## config.mk

```make
export PLATFORM = sky130hd
export DESIGN_NAME = chip_reset_pin_control
export DESIGN_NICKNAME = d
export VERILOG_FILES = /design/src/rtl/reset_ctl_pkg.sv /design/src/rtl/chip_reset_pin_control.sv
export SDC_FILE = /design/constraint.sdc
export NUM_CORES = 1
export LEC_CHECK = 0
export ABC_AREA = 1
export CORE_ASPECT_RATIO = 1.5
export CORE_MARGIN = 4
export CORE_UTILIZATION = 33
export DETAILED_ROUTE_END_ITERATION = 6
export DONT_BUFFER_PORTS = 1
export PLACE_DENSITY = 0.49
export REMOVE_ABC_BUFFERS = 1
export SYNTH_ARGS = -nofsm -noshare
export SYNTH_HDL_FRONTEND = slang
export SYNTH_SLANG_ARGS = --single-unit
export TNS_END_PERCENT = 30
```

## constraint.sdc

```tcl
create_clock -name ref_clk -period 1.1 [get_ports ref_clk]
set_input_delay 0.165 -clock ref_clk [delete_from_list [all_inputs] [get_ports ref_clk]]
set_output_delay 0.165 -clock ref_clk [all_outputs]
set_load 0.02 [all_outputs]
```

## src/rtl/reset_ctl_pkg.sv

```systemverilog
// Purpose: Shared constants and carrier types for the chip reset controller
// Assumes: One 10 MHz reference clock
// Notes: Release delay is a count of reference clock cycles
package reset_ctl_pkg;

   // Reference clock period in ns
   localparam int unsigned clk_period_ns = 100;
   // Internal reset release delay in clock cycles
   localparam logic [7:0] release_cycles = 8'h40;
   // Value of every control flop after reset
   localparam logic mode_reset_val = 1'b0;
   localparam logic [7:0] count_reset_val = 8'h00;
   // Value of every output after reset
   localparam logic reset_out_reset_val = 1'b1;
   localparam logic pullup_reset_val = 1'b1;
   localparam logic boot_ext_reset_val = 1'b0;

   // Boot mode after latching the selection pin
   typedef enum logic {boot_internal, boot_external} boot_mode_e;

   // Sequencer states
   typedef enum logic [1:0] {st_hold, st_count, st_run} seq_state_e;

   // Status that travels out of the block together
   typedef struct packed {
      logic core_reset;
      logic debug_reset;
      boot_mode_e boot_mode;
   } reset_status_s;

   // Status after reset: core and debug both held, internal boot
   localparam reset_status_s status_reset_val =
      '{1'b1, 1'b1, boot_internal};

endpackage

```

## src/rtl/chip_reset_pin_control.sv

```systemverilog
// Purpose: Chip reset sequencing from the reset pin and power-on reset
// Assumes: Pin inputs synchronous to ref_clk; rst is the power-on reset
// Notes:
// Notes on behaviour
// - Reset pin low initialises logic and holds the chip in reset.
// - On reset pin release, latch boot selection pin as operating mode.
// - Internal reset deasserts synchronously after a fixed clock count.
// - Pin reset alone resets the core but leaves debug logic untouched.
// - Power-on reset asserts internal reset regardless of the pin.
// - Reset output pin always reflects the internal reset state.
// - Pull-up on unless disable bit set, in reset or not; forced on during power-on reset.
// - Boot externally when latched selection high and flash not secured.
`timescale 1ns/100ps
`default_nettype none

module chip_reset_pin_control
(
   // Clock and power-on reset
   input wire logic ref_clk,
   input wire logic rst,
   // Board pins
   input wire logic reset_pin_n,
   input wire logic test_reset_n,
   input wire logic boot_select_pin,
   // Configuration
   input wire logic pullup_disable_reg,
   input wire logic flash_secured,
   // Outputs
   output var logic reset_out_pin,
   output var logic reset_pullup_en,
   output var logic boot_external,
   output var reset_ctl_pkg::reset_status_s status
);

   ////////////////////////////////////////////////////////////////////////
   // Sequencer state and release counter
   reset_ctl_pkg::seq_state_e state_q, state_d;
   logic [7:0] count_q, count_d;
   // Boot selection level latched at pin release
   logic mode_q, mode_d;
   // Next values of the registered outputs
   logic core_reset_d;
   logic pullup_d;
   logic boot_ext_d;
   reset_ctl_pkg::reset_status_s status_d;
   wire pin_active;
   wire count_done;

   ////////////////////////////////////////////////////////////////////////
   // True on the last count value; the release edge follows it
   function automatic logic is_last_count(input logic [7:0] value);
      return value == reset_ctl_pkg::release_cycles - 8'h01;
   endfunction

   // Boot from off-chip memory only if selected and flash not secured
   function automatic logic boot_from_outside(input logic sel,
                                               input logic secured);
      return sel & ~secured;
   endfunction

   ////////////////////////////////////////////////////////////////////////
   // Pin reset is active low; the pin is taken as already synchronous,
   // so a glitch shorter than one clock may be missed
   assign pin_active = ~reset_pin_n;
   assign count_done = is_last_count(count_q);

   // Sequencer: hold while pin low, count after release, then run
   always_comb
   begin
      state_d = state_q;
      count_d = count_q;
      mode_d = mode_q;
      case (state_q)
         reset_ctl_pkg::st_hold:
         begin
            count_d = reset_ctl_pkg::count_reset_val;
            if (!pin_active)
            begin
               mode_d = boot_select_pin;
               state_d = reset_ctl_pkg::st_count;
            end
         end
         reset_ctl_pkg::st_count:
         begin
            count_d = count_q + 8'h01;
            if (count_done)
            begin
               state_d = reset_ctl_pkg::st_run;
            end
         end
         reset_ctl_pkg::st_run:
         begin
            state_d = reset_ctl_pkg::st_run;
         end
         default:
         begin
            state_d = reset_ctl_pkg::st_hold;
         end
      endcase
      // A new pin assertion restarts the whole sequence
      if (pin_active)
      begin
         state_d = reset_ctl_pkg::st_hold;
         count_d = reset_ctl_pkg::count_reset_val;
      end
   end

   // Next values of the registered outputs
   assign core_reset_d = (state_d != reset_ctl_pkg::st_run);
   assign pullup_d = ~pullup_disable_reg;
   assign boot_ext_d = boot_from_outside(mode_d, flash_secured);
   // Debug follows only the test-port reset, so a pin reset spares it
   assign status_d = '{core_reset_d,
                       ~test_reset_n,
                       reset_ctl_pkg::boot_mode_e'(boot_ext_d)};

   ////////////////////////////////////////////////////////////////////////
   // Every register resets asynchronously on power-on reset; the pin reset
   // acts through the sequencer only, so it takes effect at the next edge
   // Sequencer state; power-on reset forces the hold state
   always_ff @(posedge ref_clk or posedge rst)
   begin
      if (rst)
      begin
         state_q <= reset_ctl_pkg::st_hold;
      end
      else
      begin
         state_q <= state_d;
      end
   end

   // Release counter; power-on reset restarts it from zero
   always_ff @(posedge ref_clk or posedge rst)
   begin
      if (rst)
      begin
         count_q <= reset_ctl_pkg::count_reset_val;
      end
      else
      begin
         count_q <= count_d;
      end
   end

   // Latched boot selection; cleared on power-on reset, then loaded from
   // boot_select_pin at the first edge in hold with the pin high, even without a pin release
   always_ff @(posedge ref_clk or posedge rst)
   begin
      if (rst)
      begin
         mode_q <= reset_ctl_pkg::mode_reset_val;
      end
      else
      begin
         mode_q <= mode_d;
      end
   end

   ////////////////////////////////////////////////////////////////////////
   // Outputs come straight from flops so the pins never glitch
   // Reset output reads high during reset, so parts outside see the
   // chip in reset from the very first moment
   always_ff @(posedge ref_clk or posedge rst)
   begin
      if (rst)
      begin
         reset_out_pin <= reset_ctl_pkg::reset_out_reset_val;
      end
      else
      begin
         reset_out_pin <= core_reset_d;
      end
   end

   // Pull-up is forced on during power-on reset, before software can
   // set the disable bit
   always_ff @(posedge ref_clk or posedge rst)
   begin
      if (rst)
      begin
         reset_pullup_en <= reset_ctl_pkg::pullup_reset_val;
      end
      else
      begin
         reset_pullup_en <= pullup_d;
      end
   end

   // Boot decision is recomputed every cycle, so securing the flash
   // later still forces internal boot
   always_ff @(posedge ref_clk or posedge rst)
   begin
      if (rst)
      begin
         boot_external <= reset_ctl_pkg::boot_ext_reset_val;
      end
      else
      begin
         boot_external <= boot_ext_d;
      end
   end

   // Status word; core and debug resets both read asserted during
   // power-on reset; only it and the test-port reset clear the debug side
   always_ff @(posedge ref_clk or posedge rst)
   begin
      if (rst)
      begin
         status <= reset_ctl_pkg::status_reset_val;
      end
      else
      begin
         status <= status_d;
      end
   end

endmodule

`default_nettype wire

```

# Yosys cells after proc, flatten, opt, wreduce, memory -nomap -nowiden
# Index checks and enable logic that the tools add are counted.
# op_classes
n_bitwise	4
n_addsub	1
reduce_logical	1
n_eq_ne	5
muxes	7
# op_table
op	n
one-hot mux 8 bit (2 select lines)	1
adder 8 x 1 -> 8 bit, second input constant	1
== test 8 x 6 -> 1 bit, second input constant	1
two-way mux 8 bit	1
one-hot mux 2 bit (3 select lines)	1
two-way mux 2 bit	2
!= test 3 x 1 -> 1 bit, second input constant	1
NOT 1 bit	3
== test 2 x 1 -> 1 bit, second input constant	1
== test 2 bit, second input constant	1
zero test 2 bit	1
two-way mux 1 bit	2
!= test 2 bit, second input constant	1
AND 1 bit	1
# word_totals
out_inout_bits	6
elab_cells	25
register_bits	15

# Logic depth before layout (Yosys ltp)
# depth
word_depth	5
depth_mapped	7
mapped_depth_nobuf	7

# Worst setup path before layout
# Ideal clock, no wire load.
# synth_path
kind	reg-to-reg
startpoint	register count_q[0]
endpoint	register count_q[2]
t_required_ns	0.983
path_stages_with_launch	5
period_less_slack_ns	1.102
arrival_time_ns	0.985
slack_ns	-0.002
path_buffers	0
cell_sequence	dfrtp_1 ha_1 or2_2 nand3_1 nand2_1
# synth_via
elab_chain_len	3
# synth_rtl
element	line_no	text
start, declared	chip_reset_pin_control.sv:38	logic [7:0] count_q, count_d;
start signal, assigned	chip_reset_pin_control.sv:138	count_q <= reset_ctl_pkg::count_reset_val;
start signal, assigned	chip_reset_pin_control.sv:142	count_q <= count_d;
adder 8 x 1 -> 8 bit	chip_reset_pin_control.sv:85	count_d = count_q + 8'h01;
one-hot mux 8 bit (2 select lines)	chip_reset_pin_control.sv:73	case (state_q)
two-way mux 8 bit	chip_reset_pin_control.sv:101	if (pin_active)
# No other way between the ends.
# A chain may end at the register's enable or synchronous reset.

# Final worst setup path
# layout_path
startpoint	register status[2] (netlist name)
endpoint	output port status[2] (netlist name)
# layout_rtl
element	line_no	text
start, declared	chip_reset_pin_control.sv:32	output var reset_ctl_pkg::reset_status_s status
start signal, assigned	chip_reset_pin_control.sv:210	status <= reset_ctl_pkg::status_reset_val;
start signal, assigned	chip_reset_pin_control.sv:214	status <= status_d;
# No word-level cell between the ends.

==> out/results.ini <==
[outcome]
outcome=complete, but fails checks
failed_checks=setup timing

[global_routing]
grt_util_met2=0.2024
overflow=0
grt_pass1_wl_um=2587
grt_usage=0.1181
use_met1=0.1273
met3_usage=0.01892
grt_pass1_vias=626
busiest_layer=met2
grt_max_degree=16
antenna_found_initial=0

[yosys]
ys.flop_type=dfrtp_1
synth_edf_count=0
synth_cell_type_count=18
synth_top_cell_area_share=0.3987
yosysMostFrequentCell=nand2_1
synth_common_cells=27 x nand2_1, 14 x inv_1, 12 x dfrtp_1
synth_top_cell_by_area=dfrtp_1
netlist_instances=95
ys_seq_elements=15
synthTopCellsByArea=dfrtp_1 40%, nand2_1 13%, dfstp_2 10%
synth_warnings=0
syn_avg_cell_area_um2=7.929
syn_area_um2=753.2
synth_seq_area_share=0.5033
async_reset_ff_frac=1.000

[layout]
n_antenna_cell=0
multiInputGateArea_um2=299.0
design_area_um2=855.8
nets=112
instances_no_fill=125
post-route-util=0.4071
final-seq-area_um2=380.4
fillers=235
drive_gt1_frac=0.2233
area_growth_syn_to_layout_pct=13.62

[timing]
rsz0062_at_grt=true
worst_slew_pin_slew_ns=0.5805
final_hold_viol_count=0
worst_slack_ns=-0.008162
post-route-period-util=1.007
period_minus_slack_ns=1.108
setup_viol=2
slew_headroom=0.6126
fmax_ghz=0.9024
finalClockSkew_ns=0.002602
drv_slew=0

[critical_path]
worst_setup_path_end_kind=output port
r2r_start=count_q[0]
path_max_fanout=2
cp-startpoint=status[2]
critPathKind=reg -> out
reg2reg_slack_ns=0.01
arrival_ns=0.94
start_kind=flop
reg2reg_depth=4
cp.required_ns=0.94
critPathCapture=status[2]
timing.rr.end=count_q[2]
crit_cells=0

[routing]
finalWirelength_um=1427
ant_nets=0
drt-vias-per-instance=4.528
drc=0
vias=566
drt_first_pass_iters=4
wire_per_inst_um=11.42
drt_iter0_markers=13

[cts]
clock_latency_ns=0.28
cts_tree=done
path_clk_slew_ns=0.09
htreeDepth=1
cts-root-buf=clkbuf_4
post_cts_buffers=0
cts_max_path_buffers=2
cts_buffers=3
clock_sinks=15

[place]
place_ws_ns=-0.01221
io_buffers=0
dpl_cell_area_um2=780.7
hpwl_um=1082
dp.cells=117
routabilityCongestion=0.7235

[floorplan]
placementRows=20
start_util=0.3583
dieArea_um2=3127
die_h_um=66.51
coreArea_um2=2102
pin_count=13
die_w_um=47.01

[power]
p_leak_nw=0.4343
irDropWorstVdd_v=0.0006374
power_w=0.0009954
power.density_nw_per_um2=1163

[flow_run]
timing.max_cap.violations=0

[min_path]
hold_path_class=in -> reg

## layer usage
layer | share of wire | wire, um | vias to the layer above
li1 | - | - | 303
met1 | 0.42 | 596 | 251
met2 | 0.52 | 742 | 7
met3 | 0.031 | 44 | 5
met4 | 0.031 | 44 | 0
met5 | 0 | 0 | -
## sequential cells by signal, summed over array words and instances, names as in the netlist
| name | count |
|---|---|
| reset_pullup_en | 1 |
| state_q | 2 |
| status | 3 |
| mode_q | 1 |
| count_q | 8 |
## layout by cell type (no fill, tap or decap), drive strengths merged
| master | instances |
|---|---|
| ha | 1 |
| nor2 | 10 |
| buf | 2 |
| dlygate4sd3 | 4 |
| a21oi | 2 |
| dfrtp | 12 |
| o21ai | 7 |
| o21bai | 1 |
| or2 | 1 |
| clkbuf | 4 |
| nand3b | 1 |
| dfstp | 3 |
| nand2 | 29 |
| nand3 | 8 |
| inv | 18 |
## report_power, final
part,internal [W],leakage [nW],switching [W]
clock network,0.000141,0.0150,0.000180
logic,0.0000316,0.230,0.0000455
registers,0.000573,0.190,0.0000246
## worst min path at each step
stage | slack [ns] | endpoint | cells after the start | from
finish | 0.004 | state_q[0] | 2 | reset_pin_n
global route | 0.01 | state_q[0] | 2 | reset_pin_n
CTS | 0.002 | state_q[0] | 2 | reset_pin_n
detailed placement | 0.16 | mode_q | 1 | rst
global placement | 0.15 | status[0] | 1 | rst
floorplan | 0.06 | count_q[0] | 1 | rst
## layout make-up
class / count / share of cell area
clock buffers: 4 / 0.03070
well taps: 22 / 0.03216
flip-flops and latches: 15 / 0.4444
inverters: 18 / 0.07895
multi-input cells: 60 / 0.3494
repair buffers: 6 / 0.06433
## cell families (layout without fill, tap and decap cells)
group	after synthesis	after routing	synth area share
compound gates	10	10	0.07475
fa+ha+maj	1	1	0.01661
buf+inv	20	28	0.1096
flops	15	15	0.5033
simple gates	49	49	0.2957
## per-stage QoR
step,setup TNS (ns),hold slack (ns)
2_1_floorplan,-0.001575,0.06433
3_3_place_gp,-0.003279,0.1522
3_5_place_dp,-0.02387,0.1598
4_1_cts,-0.04010,0.001839
5_1_grt,-0.4974,0.01417
6_report,-0.01630,0.003680
## repair_timing
item	4_1_cts	5_1_grt
hold buffers	4	0
resized for setup	1	3
hold endpoints to repair	15	0
pin swaps	1	0
endpoints found under the setup margin	5	12
Note: power is estimated with default switching activity, not from simulation.
